<file path="src/common/brt_pkg.sv">
// Opcodes, lengths, clock counts and carriers for the branch timing block
package brt_pkg;

  // Opcode values and match masks
  localparam logic [7:0] OP_SUB_RETURN = 8'h22;
  localparam logic [7:0] OP_INT_RETURN = 8'h32;
  localparam logic [7:0] OP_ABS_JUMP = 8'h01;
  localparam logic [7:0] OP_ABS_JUMP_MASK = 8'h1f;
  localparam logic [7:0] OP_LONG_JUMP = 8'h02;
  localparam logic [7:0] OP_SHORT_JUMP = 8'h80;
  localparam logic [7:0] OP_INDIRECT_JUMP = 8'h73;
  localparam logic [7:0] OP_JUMP_ACC_ZERO = 8'h60;
  localparam logic [7:0] OP_JUMP_ACC_NONZERO = 8'h70;
  localparam logic [7:0] OP_CMP_ACC_DIRECT = 8'hb5;
  localparam logic [7:0] OP_CMP_ACC_IMM = 8'hb4;
  localparam logic [7:0] OP_CMP_IND_IMM = 8'hb6;
  localparam logic [7:0] OP_CMP_IND_IMM_MASK = 8'hfe;
  localparam logic [7:0] OP_CMP_REG_IMM = 8'hb8;
  localparam logic [7:0] OP_DEC_REG = 8'hd8;
  localparam logic [7:0] OP_REG_MASK = 8'hf8;
  localparam logic [7:0] OP_DEC_DIRECT = 8'hd5;

  // Encoded lengths in bytes
  localparam logic [1:0] LEN_ONE = 2'h1;
  localparam logic [1:0] LEN_TWO = 2'h2;
  localparam logic [1:0] LEN_THREE = 2'h3;

  // Clock counts in system clocks
  localparam logic [2:0] CYC_TWO = 3'h2;
  localparam logic [2:0] CYC_THREE = 3'h3;
  localparam logic [2:0] CYC_FOUR = 3'h4;
  localparam logic [2:0] CYC_FIVE = 3'h5;
  localparam logic [2:0] CYC_LAST = 3'h1;
  localparam logic [2:0] CYC_NEXT_TO_LAST = 3'h2;

  // Reset values
  localparam logic [15:0] RST_TARGET = 16'h0000;
  localparam logic [2:0] RST_COUNT = 3'h0;

  // Instruction as handed over by fetch
  typedef struct packed {
    logic [7:0] opcode;
    logic [7:0] byte1;
    logic [7:0] byte2;
    logic [15:0] pc;
  } brt_insn_t;

  // Core state the branch decision depends on
  typedef struct packed {
    logic [7:0] acc;
    logic [15:0] data_pointer;
    logic [7:0] operand;
    logic [15:0] stack_pc;
  } brt_ctx_t;

  // Decoded outcome of one branch instruction
  typedef struct packed {
    logic [1:0] len;
    logic [2:0] cycles;
    logic taken;
    logic irq_resume;
    logic [15:0] target;
  } brt_result_t;

endpackage

</file>
<file path="src/logic/brt_cycle_timer.sv">
// Down counter that paces one instruction's execution clocks
`timescale 1ns/1ps
module brt_cycle_timer
(
  input wire logic clk_sys,
  input wire logic nrst,
  input wire logic load,
  input wire logic [2:0] count,
  output logic [2:0] remain_q
);

  logic [2:0] remain_d;

  always_comb
  begin
    remain_d = remain_q;
    if (load)
    begin
      remain_d = count;
    end
    else if (remain_q != brt_pkg::RST_COUNT)
    begin
      remain_d = remain_q - 3'h1;
    end
  end

  always_ff @(posedge clk_sys or negedge nrst)
  begin
    if (!nrst)
    begin
      remain_q <= brt_pkg::RST_COUNT;
    end
    else
    begin
      remain_q <= remain_d;
    end
  end

endmodule

</file>
<file path="src/logic/brt_branch_timing.sv">
// Branch instruction decoder with length, clock count and target
//
// Overview of operation
// - subroutine_return: one byte, five clocks, pc from stack
// - interrupt_return: one byte, five clocks, resumes flow
// - absolute_jump: two bytes, three clocks
// - long_jump: three bytes, four clocks
// - short_relative_jump: two bytes, three clocks
// - indirect_jump: acc plus data_pointer, one byte, three
// - jump_if_acc_zero: two bytes, two or three clocks
// - jump_if_acc_nonzero: two bytes, two or three clocks
// - compare direct with acc: three bytes, four/five
// - compare immediate with acc: three bytes, three/four
// - compare immediate with register: three bytes, three/four
// - compare immediate with indirect byte: three bytes, three/four
// - decrement register branch: two bytes, two/three
// - decrement direct branch: three bytes, three/four
`timescale 1ns/1ps
module brt_branch_timing
(
  input wire logic clk_sys,
  input wire logic nrst,
  input wire logic insn_valid,
  input wire brt_pkg::brt_insn_t insn,
  input wire brt_pkg::brt_ctx_t ctx,
  output logic insn_ready_q,
  output logic busy_q,
  output logic done_q,
  output logic pc_load_q,
  output logic int_return_q,
  output logic unsupported_q,
  output brt_pkg::brt_result_t result_q
);

  typedef enum logic [1:0] {
    BRT_IDLE = 2'h1,
    BRT_EXEC = 2'h2
  } brt_state_t;

  brt_state_t state_q;
  brt_state_t state_d;
  brt_pkg::brt_result_t dec;
  brt_pkg::brt_result_t result_d;
  logic known;
  logic accept;
  logic busy_d;
  logic done_d;
  logic pc_load_d;
  logic int_return_d;
  logic unsupported_d;
  logic [2:0] remain;
  logic [15:0] next_pc;
  logic [15:0] rel_target;
  logic [7:0] rel;
  logic [7:0] dec_val;

  // Combinational decode of the presented instruction
  always_comb
  begin
    dec = '0;
    known = 1'h1;
    rel = insn.byte1;
    dec_val = ctx.operand - 8'h01;
    next_pc = 16'h0000;
    rel_target = 16'h0000;
    if (insn.opcode == brt_pkg::OP_SUB_RETURN)
    begin
      dec.len = brt_pkg::LEN_ONE;
      dec.cycles = brt_pkg::CYC_FIVE;
      dec.taken = 1'h1;
      dec.target = ctx.stack_pc;
    end
    else if (insn.opcode == brt_pkg::OP_INT_RETURN)
    begin
      dec.len = brt_pkg::LEN_ONE;
      dec.cycles = brt_pkg::CYC_FIVE;
      dec.taken = 1'h1;
      dec.irq_resume = 1'h1;
      dec.target = ctx.stack_pc;
    end
    else if ((insn.opcode & brt_pkg::OP_ABS_JUMP_MASK) == brt_pkg::OP_ABS_JUMP)
    begin
      dec.len = brt_pkg::LEN_TWO;
      dec.cycles = brt_pkg::CYC_THREE;
      dec.taken = 1'h1;
    end
    else if (insn.opcode == brt_pkg::OP_LONG_JUMP)
    begin
      dec.len = brt_pkg::LEN_THREE;
      dec.cycles = brt_pkg::CYC_FOUR;
      dec.taken = 1'h1;
      dec.target = {insn.byte1, insn.byte2};
    end
    else if (insn.opcode == brt_pkg::OP_SHORT_JUMP)
    begin
      dec.len = brt_pkg::LEN_TWO;
      dec.cycles = brt_pkg::CYC_THREE;
      dec.taken = 1'h1;
    end
    else if (insn.opcode == brt_pkg::OP_INDIRECT_JUMP)
    begin
      dec.len = brt_pkg::LEN_ONE;
      dec.cycles = brt_pkg::CYC_THREE;
      dec.taken = 1'h1;
      dec.target = ctx.data_pointer + {8'h00, ctx.acc};
    end
    else if (insn.opcode == brt_pkg::OP_JUMP_ACC_ZERO)
    begin
      dec.len = brt_pkg::LEN_TWO;
      dec.taken = (ctx.acc == 8'h00);
      dec.cycles = dec.taken ? brt_pkg::CYC_THREE : brt_pkg::CYC_TWO;
    end
    else if (insn.opcode == brt_pkg::OP_JUMP_ACC_NONZERO)
    begin
      dec.len = brt_pkg::LEN_TWO;
      dec.taken = (ctx.acc != 8'h00);
      dec.cycles = dec.taken ? brt_pkg::CYC_THREE : brt_pkg::CYC_TWO;
    end
    else if (insn.opcode == brt_pkg::OP_CMP_ACC_DIRECT)
    begin
      dec.len = brt_pkg::LEN_THREE;
      dec.taken = (ctx.acc != ctx.operand);
      dec.cycles = dec.taken ? brt_pkg::CYC_FIVE : brt_pkg::CYC_FOUR;
      rel = insn.byte2;
    end
    else if (insn.opcode == brt_pkg::OP_CMP_ACC_IMM)
    begin
      dec.len = brt_pkg::LEN_THREE;
      dec.taken = (ctx.acc != insn.byte1);
      dec.cycles = dec.taken ? brt_pkg::CYC_FOUR : brt_pkg::CYC_THREE;
      rel = insn.byte2;
    end
    else if ((insn.opcode & brt_pkg::OP_REG_MASK) == brt_pkg::OP_CMP_REG_IMM)
    begin
      dec.len = brt_pkg::LEN_THREE;
      dec.taken = (ctx.operand != insn.byte1);
      dec.cycles = dec.taken ? brt_pkg::CYC_FOUR : brt_pkg::CYC_THREE;
      rel = insn.byte2;
    end
    else if ((insn.opcode & brt_pkg::OP_CMP_IND_IMM_MASK) == brt_pkg::OP_CMP_IND_IMM)
    begin
      dec.len = brt_pkg::LEN_THREE;
      dec.taken = (ctx.operand != insn.byte1);
      dec.cycles = dec.taken ? brt_pkg::CYC_FOUR : brt_pkg::CYC_THREE;
      rel = insn.byte2;
    end
    else if ((insn.opcode & brt_pkg::OP_REG_MASK) == brt_pkg::OP_DEC_REG)
    begin
      dec.len = brt_pkg::LEN_TWO;
      dec.taken = (dec_val != 8'h00);
      dec.cycles = dec.taken ? brt_pkg::CYC_THREE : brt_pkg::CYC_TWO;
    end
    else if (insn.opcode == brt_pkg::OP_DEC_DIRECT)
    begin
      dec.len = brt_pkg::LEN_THREE;
      dec.taken = (dec_val != 8'h00);
      dec.cycles = dec.taken ? brt_pkg::CYC_FOUR : brt_pkg::CYC_THREE;
      rel = insn.byte2;
    end
    else
    begin
      known = 1'h0;
    end
    next_pc = insn.pc + {14'h0000, dec.len};
    rel_target = next_pc + {{8{rel[7]}}, rel};
    if ((insn.opcode & brt_pkg::OP_ABS_JUMP_MASK) == brt_pkg::OP_ABS_JUMP)
    begin
      dec.target = {next_pc[15:11], insn.opcode[7:5], insn.byte1};
    end
    else if (known && (dec.target == brt_pkg::RST_TARGET) && !dec.irq_resume
             && insn.opcode != brt_pkg::OP_SUB_RETURN
             && insn.opcode != brt_pkg::OP_LONG_JUMP
             && insn.opcode != brt_pkg::OP_INDIRECT_JUMP)
    begin
      // Untaken conditionals fall through to the next instruction
      dec.target = dec.taken ? rel_target : next_pc;
    end
  end

  assign accept = insn_valid && insn_ready_q;

  brt_cycle_timer brt_cycle_timer_inst
  (
    .clk_sys(clk_sys),
    .nrst(nrst),
    .load(accept && known),
    .count(dec.cycles),
    .remain_q(remain)
  );

  // Sequencing: busy for exactly the decoded number of clocks
  always_comb
  begin
    state_d = state_q;
    busy_d = busy_q;
    done_d = 1'h0;
    pc_load_d = 1'h0;
    int_return_d = 1'h0;
    unsupported_d = 1'h0;
    result_d = result_q;
    unique case (state_q)
      BRT_IDLE:
      begin
        if (accept && known)
        begin
          state_d = BRT_EXEC;
          busy_d = 1'h1;
          result_d = dec;
        end
        else if (accept)
        begin
          unsupported_d = 1'h1;
        end
      end
      BRT_EXEC:
      begin
        if (remain == brt_pkg::CYC_NEXT_TO_LAST)
        begin
          done_d = 1'h1;
          pc_load_d = result_q.taken;
          int_return_d = result_q.irq_resume;
        end
        if (remain == brt_pkg::CYC_LAST)
        begin
          state_d = BRT_IDLE;
          busy_d = 1'h0;
        end
      end
      default:
      begin
        state_d = BRT_IDLE;
        busy_d = 1'h0;
      end
    endcase
  end

  always_ff @(posedge clk_sys or negedge nrst)
  begin
    if (!nrst)
    begin
      state_q <= BRT_IDLE;
      busy_q <= 1'h0;
      insn_ready_q <= 1'h1;
      done_q <= 1'h0;
      pc_load_q <= 1'h0;
      int_return_q <= 1'h0;
      unsupported_q <= 1'h0;
      result_q <= '0;
    end
    else
    begin
      state_q <= state_d;
      busy_q <= busy_d;
      insn_ready_q <= !busy_d;
      done_q <= done_d;
      pc_load_q <= pc_load_d;
      int_return_q <= int_return_d;
      unsupported_q <= unsupported_d;
      result_q <= result_d;
    end
  end

endmodule

</file>
<file path="config.mk">
export PLATFORM = sky130hd
export DESIGN_NAME = brt_branch_timing
export DESIGN_NICKNAME = d
export VERILOG_FILES = /design/src/common/brt_pkg.sv /design/src/logic/brt_cycle_timer.sv /design/src/logic/brt_branch_timing.sv
export SDC_FILE = /design/constraint.sdc
export NUM_CORES = 1
export LEC_CHECK = 0
export BUFFER_PORTS_ARGS = -buffer_cell sky130_fd_sc_hd__buf_2
export CAP_MARGIN = 40
export CORE_ASPECT_RATIO = 0.6
export CORE_MARGIN = 2
export CORE_UTILIZATION = 59
export CTS_BUF_LIST = sky130_fd_sc_hd__clkbuf_16
export CTS_CLUSTER_DIAMETER = 100
export DETAILED_ROUTE_END_ITERATION = 6
export GPL_ROUTABILITY_DRIVEN = 0
export PLACE_DENSITY = 0.88
export SLEW_MARGIN = 15
export SYNTH_ARGS = -nofsm -noshare
export SYNTH_HDL_FRONTEND = slang
export SYNTH_SLANG_ARGS = --single-unit
</file>
<file path="constraint.sdc">
create_clock -name clk_sys -period 3.1 [get_ports clk_sys]
set_input_delay 0.465 -clock clk_sys [delete_from_list [all_inputs] [get_ports clk_sys]]
set_output_delay 0.465 -clock clk_sys [all_outputs]
set_load 0.02 [all_outputs]
</file>
==> metrics.csv, run 1 <==
stage;metric;value;unit
synth;Avg Inst Size Synth;7.95;µm²
synth;Synth cell types;76;
die;# IOs;120;
run_status;Stopped at;global routing (5_1_grt);
synth;Synth Register Bits;34;
sta;worst endpoint type;sequential cell input;
clock_tree;hold buffers post-CTS;0;
synth;Post-synth EDFFs;0;
run_status;status;stopped before the end;
global_routing;largest net degree at the start of global routing;35;
synth;Synth async-reset ratio;1.00;
clock_tree;clock buffer depth;2;
synth;Cell Area, Synth;0.00438;mm²
clock_tree;H-tree Lvls;2;
clock_tree;CTS root buffer;clkbuf_16;
die;die height;70.8;µm
place;port bufs;119;
place;HPWL after detailed placement;14300;µm
synth;dominant synthesized flop cell;dfrtp_1;
clock_tree;TritonCTS buffer count;5;
global_routing;grt ovf;747;
synth;main area contributors after synthesis;dfrtp_1, ha_1, xnor2_1;
die;Rows;24;
place;placed cell area;0.00597;mm²
synth;total nets after synthesis;676;
run_status;Err;[ERROR GRT-0232] Routing congestion too high. Check the congestion heatmap in the GUI.;
synth;Synth Instances;551;
synth;top cell type's share of synthesized area;0.183;
synth;yosys warns;0;
die;initial core utilization;0.605;
global_routing;gr usage total;1.02;
synth;cell type with the largest total area after synthesis;dfrtp_1;
clock_tree;Clock Sinks;34;
synth;sequential area share after synthesis;0.195;
sta;GR repair worst EP;result_q[10]$_DFFE_PN0P_/D;
die;Die Wd;115;µm
[synth_stat cells, types with 9 or more instances]
master     n
a21o_1    14
a21oi_1   29
a221oi_1  10
clkbuf_1  18
dfrtp_1   32
ha_1      31
inv_1     25
nand2_1   47
nand3_1   12
nand4_1    9
nor2_1    48
nor3_1    14
o21ai_0   45
xnor2_1   36
xor2_1    29
[repair_timing]
item / 4_1_cts
pin swaps: 41
buffers inserted: 40
hold endpoints to repair: 0
endpoints found under the setup margin: 15
gates resized for setup: 72
[routing by layer]
metal,global-route usage,overflow
met1,0.928,8
met2,1.33,530
met3,0.753,11
met4,1.18,195
met5,0.497,3
[logic make-up after synthesis]
family                   Yosys count  synth area share
adder cells (fa/ha/maj)           34             0.102
AND/OR/NAND/NOR                  188             0.225
buffers and inverters             50            0.0483
AO/OA/AOI/OAI                    165             0.263
multiplexers                      15            0.0371
XOR/XNOR                          65             0.130
flip-flops                        34             0.195
[per-stage QoR]
stage | cells | setup slack (ns)
after CTS | 906 | -1.28
after detailed placement | 862 | -1.82
after global placement | 862 | -1.48
after floorplan | 551 | -1.59
==> run 2, diff against run 1 <==
--- a/config.mk
+++ b/config.mk
@@ -7,14 +7,11 @@
 export LEC_CHECK = 0
 export BUFFER_PORTS_ARGS = -buffer_cell sky130_fd_sc_hd__buf_2
 export CAP_MARGIN = 40
-export CORE_ASPECT_RATIO = 0.6
 export CORE_MARGIN = 2
-export CORE_UTILIZATION = 59
-export CTS_BUF_LIST = sky130_fd_sc_hd__clkbuf_16
-export CTS_CLUSTER_DIAMETER = 100
+export CORE_UTILIZATION = 40
 export DETAILED_ROUTE_END_ITERATION = 6
 export GPL_ROUTABILITY_DRIVEN = 0
-export PLACE_DENSITY = 0.88
+export PLACE_DENSITY_LB_ADDON = 0.15
 export SLEW_MARGIN = 15
 export SYNTH_ARGS = -nofsm -noshare
 export SYNTH_HDL_FRONTEND = slang
==> run 2 against run 1 <==
Against the previous run: the flow now finishes, with violations (negative setup slack); synthesized area unchanged; synthesized cell count unchanged.
==> metrics.csv, run 2 <==
stage;metric;value;unit
global_routing;M2 GR Usage;0.500;
clock_tree;CTS tree;done;
worst_setup_path;Crit Path Max Fanout;3;
global_routing;GRT Max-Usage Layer;met2;
clock_tree;TritonCTS buffer count;5;
layout;commonest non-fill, non-tap cell in the layout;buf_4;
layout;largest registers;result_q (23), brt_cycle_timer_inst.remain_q (3), state_q (2);
synth;most common cell in the synthesized netlist;nor2_1;
worst_setup_path;Setup crit start kind;primary input;
clock_tree;H-tree Lvls;2;
sta;final slew viol count;0;
drt;drt pass-1 iters;5;
worst_setup_path;Worst Path Arrival;4.45;ns
synth;yosys warns;0;
worst_setup_path;cells along the critical path;buf_8 > or4_4 > o31ai_4 > a32o_2 > or3_4 > nor2_4 > inv_2 > ha_4 > a21oi_4 > buf_6 > nor2_2 > xor2_1 > ha_1 > and2_4 > or4bb_4 > mux2i_4 > o41ai_4 > xnor2_1 > mux2_4 > a221oi_2 > nor3_1;
layout;final cell count without fillers;939;
pwr;sw power;0.580;mW
global_routing;met1 Use GR;0.367;
worst_setup_path;Reg2Reg Depth;7;
place;total placed cells including tap cells;905;
worst_setup_path;worst r2r src;state_q[0];
synth;sequential area share after synthesis;0.195;
drt;DRT iter0 DRCs;336;
synth;Post-synth EDFFs;0;
layout;Post-layout nets;923;
sta;setup TNS;-13.22;ns
layout;register area;853;µm²
global_routing;met3 usage;0.0335;
layout;Ant. Diodes;0;
drt;vias;5293;
worst_setup_path;Critical path buffers and inverters;3;
drt;DR vias/cell;5.64;
worst_setup_path;Crit-path slowest cell;or4_4;
synth;Synth async-reset ratio;1.00;
layout;share of cells above drive strength 1;0.449;
clock_tree;hold buffers post-CTS;0;
sta;Final Critical Period;4.28;ns
sta;endpoints failing setup;14;
layout;P&R area growth vs syn;56.1;%
die;initial core utilization;0.408;
sta;Final period util;1.38;
layout;number of flip-flops under the largest register name;23;
place;port bufs;119;
global_routing;first-pass GRT wire length;26300;µm
synth;cell type with the largest total area after synthesis;dfrtp_1;
worst_setup_path;WS Path Type;primary input to register;
die;# IOs;120;
synth;most frequent cells after synthesis;nor2_1, nand2_1, o21ai_0, xnor2_1, dfrtp_1;
die;Rows;38;
run_status;failing checks;negative setup slack;
synth;dominant synthesized flop cell;dfrtp_1;
sta;achievable frequency;233;MHz
job;Max-cap violations;0;
die;Die Wd;109;µm
sta;final hold violation count;0;
synth;Cell Area, Synth;0.00438;mm²
worst_setup_path;critical path's top delay family;simple AND/OR/NAND/NOR gates;
global_routing;initial antenna violation count;0;
pwr;Internal;1.04;mW
drt;DRC Markers;0;
place;HPWL after detailed placement;13700;µm
clock_tree;Clock Sinks;34;
pwr;clock share of power;0.190;
die;die height;109;µm
pwr;sequential share of power;0.273;
layout;final non-filler cell area;0.00684;mm²
global_routing;gr usage total;0.286;
die;die area;0.0118;mm²
synth;Synth Register Bits;34;
worst_setup_path;Critical Path RT;3.26;ns
worst_setup_path;R2R Setup Slk;0.94;ns
sta;RSZ-0062 raised after global routing;yes;
run_status;status;finished, violations left;
layout;multi-input logic area;0.00383;mm²
synth;Avg Inst Size Synth;7.95;µm²
sta;Slew headroom;0.420;
synth;main area contributors after synthesis;dfrtp_1, ha_1, xnor2_1;
sta;Slew @ Worst Pin;0.867;ns
global_routing;largest net degree at the start of global routing;35;
die;Core Box Area;0.0107;mm²
synth;top cell type's share of synthesized area;0.183;
pwr;Sw Share;0.357;
layout;Top reg by flops;result_q;
hold_path;HP Class;primary input to asynchronous set/reset pin;
synth;Synth Instances;551;
pwr;Comb pwr share;0.537;
layout;# fillers;937;
synth;total nets after synthesis;676;
global_routing;vias in the first global route;5208;
drt;Routed WL;17000;µm
clock_tree;clock buffer depth;2;
clock_tree;CTS root buffer;clkbuf_8;
pwr;pwr dens;237;mW/mm²
worst_setup_path;R2R Path End;result_q[13];
worst_setup_path;CP Capture Type;register;
layout;Final Util;0.636;
place;placed cell area;0.00607;mm²
sta;Setup WS post-layout;-1.18;ns
worst_setup_path;crit-path max cell delay;0.55;ns
pwr;Leakage Power;3.30;nW
pwr;Peak supply drop;0.000189;V
synth;Synth cell types;76;
drt;routed len/inst;18.1;µm
global_routing;grt ovf;0;
clock_tree;Worst-Skew Late Latency;0.28;ns
drt;post-route ant nets;0;
layout;commonest cells after routing, fill and taps aside;buf_4, buf_2, nand2_1, nor2_1, dfrtp_1;
sta;Worst Skew;0.00451;ns
clock_tree;clock slew at reported path FFs;0.07;ns
-- run 2: cell counts after synthesis --
Identical to the previous run, type by type.
-- run 2: layer usage --
| layer | wire [µm] | vias to the layer above |
|---|---|---|
| li1 | - | 2533 |
| met1 | 7220 | 2520 |
| met2 | 8270 | 191 |
| met3 | 878 | 49 |
| met4 | 634 | 0 |
| met5 | 0 | - |
-- run 2: worst max-delay path by stage --
stage | start | endpoint | slack (ns) | depth (start not counted)
final | insn[32] | result_q[10] | -1.18 | 21
after global routing | insn[32] | result_q[15] | -1.37 | 22
after CTS | insn[38] | result_q[10] | -1.19 | 23
after detailed placement | insn[32] | result_q[15] | -1.62 | 21
after global placement | insn[33] | result_q[15] | -1.47 | 21
after floorplan | insn[39] | result_q[10] | -1.59 | 22
-- run 2: cell type report --
cell class	count	share of cell area
clock buffer	8	0.0117
inverter	25	0.0137
tap	140	0.0256
timing repair buffer	265	0.264
sequential	34	0.125
multi-input combinational	467	0.560
-- run 2: timing repair --
action | in CTS | in global routing
setup buffers | 16 | 11
endpoints found under the hold margin | 0 | 0
endpoints found under the setup margin | 15 | 15
pin swaps | 46 | 23
gates resized for setup | 69 | 34
-- run 2: power by group through the flow --
stage	registers [mW]	clock network [mW]	logic, mW
2_1_floorplan	0.452	0	0.389
3_3_place_gp	0.452	0	0.697
3_5_place_dp	0.452	0	0.713
4_1_cts	0.444	0.312	0.789
5_1_grt	0.443	0.336	0.936
6_report	0.444	0.308	0.871
-- run 2: through the flow --
stage          total power, mW  hold WS, ns  setup slack [ns]
2_1_floorplan            0.841        0.169             -1.59
3_3_place_gp              1.15        0.458             -1.47
3_5_place_dp              1.16        0.466             -1.62
4_1_cts                   1.54        0.275             -1.19
5_1_grt                   1.72        0.290             -1.37
6_report                  1.62        0.248             -1.18
-- run 2: cell families after synthesis --
| logic type | share of synthesized area |
|---|---|
| multiplexers | 0.0371 |
| AND/OR/NAND/NOR | 0.225 |
| adder cells (fa/ha/maj) | 0.102 |
| buffers and inverters | 0.0483 |
| flip-flops | 0.195 |
| AO/OA/AOI/OAI | 0.263 |
| XOR/XNOR | 0.130 |
-- run 2: worst register-to-register path, cell delays in order (launching register included) --
cell and delay [ns]:
dfstp_2 0.53, ha_1 0.23, nand3_1 0.19, a31oi_2 0.22
nand2_1 0.19, a221oi_1 0.29, o21ai_0 0.20, a2bb2oi_1 0.19
No activity file was read; power rests on OpenSTA's default activity.
==> run 3, diff against run 2 <==
--- a/config.mk
+++ b/config.mk
@@ -8,10 +8,11 @@
 export BUFFER_PORTS_ARGS = -buffer_cell sky130_fd_sc_hd__buf_2
 export CAP_MARGIN = 40
 export CORE_MARGIN = 2
-export CORE_UTILIZATION = 40
+export CORE_UTILIZATION = 55
 export DETAILED_ROUTE_END_ITERATION = 6
 export GPL_ROUTABILITY_DRIVEN = 0
 export PLACE_DENSITY_LB_ADDON = 0.15
+export SKIP_LAST_GASP = 1
 export SLEW_MARGIN = 15
 export SYNTH_ARGS = -nofsm -noshare
 export SYNTH_HDL_FRONTEND = slang
==> run 3 against run 2 <==
Against the previous run: the run ends with design-rule violations, negative setup slack left; sequential share of layout area grew 0.15 points; setup slack lost 0.17 ns; die area shrank 26%; global-route usage grew 11 points; utilization grew 24 points; flip-flop and latch count is the same; sequential power is essentially flat; register-to-register slack lost 0.14 ns; first-iteration DRC count grew 150%; critical endpoint unchanged; largest cell class unchanged.
==> metrics.csv, run 3 (synthesized netlist as in run 2, its figures left out) <==
stage;metric;value;unit
worst_setup_path;Critical Path RT;3.28;ns
sta;Worst Skew;0.00854;ns
worst_setup_path;CP dominant cell by count;buf_6;
worst_setup_path;Worst Path Arrival;4.63;ns
place;placed cell area;0.00592;mm²
clock_tree;clock buffer depth;2;
drt;post-route ant nets;0;
global_routing;first-pass GRT wire length;27300;µm
drt;routed len/inst;22.7;µm
pwr;Internal;1.21;mW
pwr;sequential share of power;0.236;
place;total placed cells including tap cells;854;
layout;final non-filler cell area;0.00676;mm²
global_routing;gr usage total;0.397;
layout;number of flip-flops under the largest register name;23;
sta;final hold violation count;0;
sta;Final Critical Period;4.45;ns
place;port bufs;119;
run_status;status;finished, violations left;
die;Rows;32;
worst_setup_path;crit-path max cell delay;0.41;ns
pwr;clock share of power;0.264;
worst_setup_path;Setup crit start kind;primary input;
drt;Routed WL;20200;µm
layout;commonest non-fill, non-tap cell in the layout;buf_4;
layout;Ant. Diodes;0;
sta;Setup WS post-layout;-1.35;ns
sta;endpoints failing setup;14;
sta;RSZ-0062 raised after global routing;yes;
layout;final cell count without fillers;888;
global_routing;vias in the first global route;5480;
clock_tree;CTS tree;done;
die;die height;93.3;µm
pwr;Sw Share;0.358;
job;Max-cap violations;0;
pwr;Leakage Power;3.25;nW
global_routing;initial antenna violation count;0;
die;initial core utilization;0.567;
drt;drt pass-1 iters;7;
layout;largest registers;result_q (23), brt_cycle_timer_inst.remain_q (3), state_q (2);
sta;Slew headroom;0.395;
pwr;sw power;0.672;mW
clock_tree;CTS root buffer;clkbuf_8;
global_routing;largest net degree at the start of global routing;35;
clock_tree;TritonCTS buffer count;5;
worst_setup_path;WS Path Type;primary input to register;
clock_tree;Clock Sinks;34;
layout;commonest cells after routing, fill and taps aside;buf_4, buf_2, nor2_1, nand2_1, dfrtp_1;
worst_setup_path;cells along the critical path;buf_6 > buf_6 > nand3_4 > o31ai_4 > a32o_2 > or3_4 > nor2_4 > inv_2 > ha_4 > a21oi_4 > nor2_2 > xor2_2 > ha_1 > and2_4 > buf_4 > o211ai_1 > mux2i_4 > o41ai_4 > xnor2_1 > mux2_4 > a221oi_4 > nor3_2;
layout;share of cells above drive strength 1;0.452;
drt;DR vias/cell;6.78;
worst_setup_path;Crit-path slowest cell;or3_4;
layout;P&R area growth vs syn;54.2;%
pwr;pwr dens;278;mW/mm²
clock_tree;hold buffers post-CTS;0;
sta;final slew viol count;0;
worst_setup_path;CP Capture Type;register;
clock_tree;H-tree Lvls;2;
drt;DRT iter0 DRCs;833;
clock_tree;clock slew at reported path FFs;0.07;ns
clock_tree;Worst-Skew Late Latency;0.29;ns
die;Die Wd;93.3;µm
hold_path;HP Class;primary input to asynchronous set/reset pin;
layout;Post-layout nets;910;
sta;Slew @ Worst Pin;0.896;ns
worst_setup_path;Crit Path Max Fanout;5;
drt;vias;6020;
pwr;Peak supply drop;0.000158;V
die;# IOs;120;
place;HPWL after detailed placement;13000;µm
die;die area;0.00870;mm²
sta;setup TNS;-14.28;ns
sta;Final period util;1.44;
die;Core Box Area;0.00773;mm²
layout;# fillers;412;
sta;achievable frequency;224;MHz
pwr;total power;1.88;mW
layout;Top reg by flops;result_q;
run_status;failing checks;design-rule violations, negative setup slack;
global_routing;grt ovf;0;
pwr;Comb pwr share;0.500;
drt;DRC Markers;23;
==> run 3: changes by cell type in the layout (fill, tap and decap cells not counted), moves of 3 or more <==
cell,previous run,this run
buf_4,131,125
buf_6,19,14
clkbuf_1,3,0
nand2_1,44,41
nand2_2,3,6
o21ai_1,18,15
o21ai_2,1,4
==> run 3: power groups by stage <==
stage	sequential, mW	clock, mW	combinational (mW)
2_1_floorplan	0.452	0	0.389
3_3_place_gp	0.452	0	0.671
3_5_place_dp	0.452	0	0.698
4_1_cts	0.443	0.492	0.799
5_1_grt	0.443	0.509	0.974
6_report	0.443	0.495	0.939
==> run 3: metal layers <==
layer	vias to the layer above	global-route usage	share of wire
met5	-	0	0
met4	0	0.168	0.087
met3	183	0.0604	0.13
met2	579	0.675	0.45
met1	2741	0.500	0.34
li1	2517	-	-
==> run 3: layout make-up <==
cell class              count  area (µm²)  share of cell area
clock buffers               5        68.8              0.0102
clock inverters             3        68.8              0.0102
inverters                  25        93.8              0.0139
multi-input cells         467        3870               0.573
flip-flops and latches     34         853               0.126
well taps                 102         128              0.0189
repair buffers            252        1670               0.247
==> run 3: through the flow <==
stage,utilization,worst slack [ns],hold WS [ns]
after floorplan,-,-1.59,0.169
after global placement,0.767,-1.47,0.456
after detailed placement,0.767,-1.66,0.472
after CTS,0.835,-1.16,0.256
after global routing,0.875,-1.49,0.298
final,0.875,-1.35,0.238
==> run 3: worst paths after layout <==
check / end / depth (start not counted) / startpoint / slack, ns
setup / recovery: result_q[10] / 22 / insn[35] / -1.35
hold reg to reg: result_q[18] / 2 / result_q[18] / 0.49
hold / removal: result_q[3] / 1 / nrst / 0.24
min in group clk_sys: result_q[18] / 2 / result_q[18] / 0.49
setup reg to reg: result_q[13] / 7 / state_q[0] / 0.80
max in group asynchronous: result_q[8] / 1 / nrst / 2.38
==> run 3: critical path, delay by kind of cell <==
family / cells / cell delay, ns
compound gates: 6 / 1.22
simple gates: 6 / 1.14
fa+ha+maj: 2 / 0.57
buf+inv: 4 / 0.46
mux: 2 / 0.43
xor+xnor: 2 / 0.33
==> run 3: what timing repair did <==
item | CTS | global route
setup endpoints to repair | 14 | 14
pin swaps | 39 | 63
gates resized for setup | 47 | 62
buffers inserted | 24 | 16
==> run 4, diff against run 3 <==
--- a/config.mk
+++ b/config.mk
@@ -5,9 +5,8 @@
 export SDC_FILE = /design/constraint.sdc
 export NUM_CORES = 1
 export LEC_CHECK = 0
-export BUFFER_PORTS_ARGS = -buffer_cell sky130_fd_sc_hd__buf_2
+export BUFFER_PORTS_ARGS = -buffer_cell sky130_fd_sc_hd__clkbuf_2
 export CAP_MARGIN = 40
-export CORE_MARGIN = 2
 export CORE_UTILIZATION = 55
 export DETAILED_ROUTE_END_ITERATION = 6
 export GPL_ROUTABILITY_DRIVEN = 0
==> run 4 against run 3 <==
Against the previous run: the run still ends with design-rule violations, negative setup slack left; combinational power fell by 5.8%; maximum frequency fell by 0.33%; critical path depth fell by 1; clock power fell by 32%; die area fell by 4.2%; clock-buffer cell count rose by 1; register-to-register slack improved by 0.06 ns; total power fell by 11%; clock skew fell by 0.0059 ns.
==> metrics.csv, run 4 (synthesized netlist as in run 2, its figures left out) <==
stage;metric;value;unit
clock_tree;clock slew at reported path FFs;0.07;ns
global_routing;largest net degree at the start of global routing;35;
die;# IOs;120;
sta;Setup WS post-layout;-1.37;ns
global_routing;grt ovf;0;
worst_setup_path;crit-path max cell delay;0.55;ns
pwr;Leakage Power;3.24;nW
global_routing;gr usage total;0.397;
sta;Worst Skew;0.00266;ns
pwr;Internal;1.04;mW
worst_setup_path;Setup crit start kind;primary input;
place;placed cell area;0.00598;mm²
sta;Final period util;1.44;
clock_tree;H-tree Lvls;2;
place;port bufs;119;
drt;Routed WL;17900;µm
drt;vias;5839;
worst_setup_path;Worst Path Arrival;4.64;ns
hold_path;Hold Startpoint;result_q[0];
pwr;sequential share of power;0.266;
die;initial core utilization;0.567;
worst_setup_path;R2R Setup Slk;0.86;ns
sta;Final Critical Period;4.47;ns
layout;# fillers;421;
job;Max-cap violations;0;
layout;number of flip-flops under the largest register name;23;
run_status;failing checks;design-rule violations, negative setup slack;
drt;routed len/inst;19.9;µm
drt;DRC Markers;1;
worst_setup_path;WS Path Type;primary input to register;
drt;post-route ant nets;0;
die;die area;0.00833;mm²
sta;setup TNS;-13.80;ns
pwr;Sw Share;0.373;
drt;DRT iter0 DRCs;677;
clock_tree;CTS root buffer;clkbuf_8;
place;HPWL after detailed placement;12900;µm
clock_tree;Worst-Skew Late Latency;0.28;ns
clock_tree;CTS tree;done;
sta;Slew headroom;0.410;
layout;largest registers;result_q (23), brt_cycle_timer_inst.remain_q (3), state_q (2);
sta;final slew viol count;0;
hold_path;HP Class;register to register;
global_routing;initial antenna violation count;0;
pwr;total power;1.67;mW
layout;Ant. Diodes;0;
pwr;sw power;0.621;mW
worst_setup_path;Crit Path Max Fanout;5;
die;die height;91.3;µm
layout;Final Util;0.865;
layout;Post-layout nets;922;
pwr;Peak supply drop;0.000166;V
die;Core Box Area;0.00773;mm²
global_routing;first-pass GRT wire length;26400;µm
run_status;status;finished, violations left;
layout;commonest cells after routing, fill and taps aside;buf_4, clkbuf_2, nor2_1, nand2_1, dfrtp_1;
sta;endpoints failing setup;14;
worst_setup_path;Reg2Reg Depth;7;
layout;Top reg by flops;result_q;
worst_setup_path;Crit-path slowest cell;or4b_4;
sta;Slew @ Worst Pin;0.882;ns
sta;RSZ-0062 raised after global routing;yes;
clock_tree;clock buffer depth;2;
drt;DR vias/cell;6.49;
pwr;pwr dens;249;mW/mm²
layout;commonest non-fill, non-tap cell in the layout;buf_4;
worst_setup_path;Critical Path RT;3.27;ns
worst_setup_path;CP Capture Type;register;
layout;P&R area growth vs syn;52.5;%
layout;share of cells above drive strength 1;0.436;
layout;final non-filler cell area;0.00668;mm²
hold_path;WHS Endpoint;result_q[0];
pwr;clock share of power;0.203;
die;Rows;32;
global_routing;vias in the first global route;5346;
drt;drt pass-1 iters;7;
worst_setup_path;cells along the critical path;buf_8 > or4b_4 > buf_6 > nand2b_4 > nor3_4 > nor2_4 > fa_2 > buf_6 > nor3b_4 > nand3_2 > xnor2_2 > ha_4 > a21o_1 > a21o_1 > nand2_1 > o41a_1 > o311a_1 > xnor2_1 > o221ai_1 > a21oi_1 > o21ai_1;
sta;final hold violation count;0;
worst_setup_path;worst r2r src;state_q[0];
hold_path;Worst Hold Path Cells;2;
clock_tree;TritonCTS buffer count;5;
clock_tree;Clock Sinks;34;
sta;achievable frequency;224;MHz
worst_setup_path;R2R Path End;result_q[13];
pwr;Comb pwr share;0.531;
die;Die Wd;91.3;µm
[run 4: changes by cell type in the layout (fill, tap and decap cells not counted), sizes merged]
cell and change:
bufinv -2, clkinvlp +1, dlygate4sd3 +1, clkbuf +116, buf -104
[run 4: per-layer routing]
layer / vias to the layer above / share of wire / GRT usage
li1: 2541 / - / -
met1: 2688 / 0.37 / 0.506
met2: 464 / 0.46 / 0.676
met3: 146 / 0.11 / 0.0570
met4: 0 / 0.065 / 0.152
met5: - / 0 / 0
[run 4: per-stage QoR]
step / setup WS (ns) / cells / hold WS, ns
floorplan: -1.59 / 551 / 0.169
CTS: -1.20 / 881 / 0.289
global placement: -1.48 / 860 / 0.461
global route: -1.60 / 900 / 0.503
finish: -1.37 / 900 / 0.494
detailed placement: -1.62 / 860 / 0.473
[run 4: what timing repair did]
| item | in CTS | in global routing |
|---|---|---|
| hold endpoints to repair | 0 | 1 |
| setup endpoints to repair | 15 | 15 |
| pin swaps | 34 | 50 |
| setup buffers | 13 | 17 |
| resized for setup | 38 | 34 |
| hold buffers | 0 | 1 |
[run 4: worst max-delay path by stage]
stage          cells after the start  startpoint           end
2_1_floorplan                     22    insn[39]  result_q[10]
3_3_place_gp                      21    insn[33]  result_q[10]
3_5_place_dp                      19    insn[35]  result_q[10]
4_1_cts                           20    insn[32]  result_q[15]
5_1_grt                           21    insn[34]  result_q[15]
6_report                          21    insn[34]  result_q[15]
[run 4: layout make-up]
cell class / count / area (µm²) / area share
multi-input cells: 467 / 3750 / 0.562
repair buffers: 264 / 1760 / 0.263
flip-flops and latches: 34 / 853 / 0.128
well taps: 102 / 128 / 0.0191
inverters: 25 / 93.8 / 0.0140
clock buffers: 6 / 82.6 / 0.0124
clock inverters: 2 / 12.5 / 0.00187
[run 4: power by group through the flow]
stage,registers [mW],logic [mW],clock network (mW)
2_1_floorplan,0.452,0.389,0
3_3_place_gp,0.452,0.674,0
3_5_place_dp,0.452,0.702,0
4_1_cts,0.444,0.762,0.340
5_1_grt,0.443,0.925,0.355
6_report,0.444,0.885,0.338
[run 4: critical path, delay by kind of cell]
kind	cells	cell delay, ns
adders and majority gates	2	0.65
xor gates and xnor gates	2	0.43
buffers and inverters	3	0.39
AOI/OAI and AO/OA	7	1.25
and+or+nand+nor	7	1.43
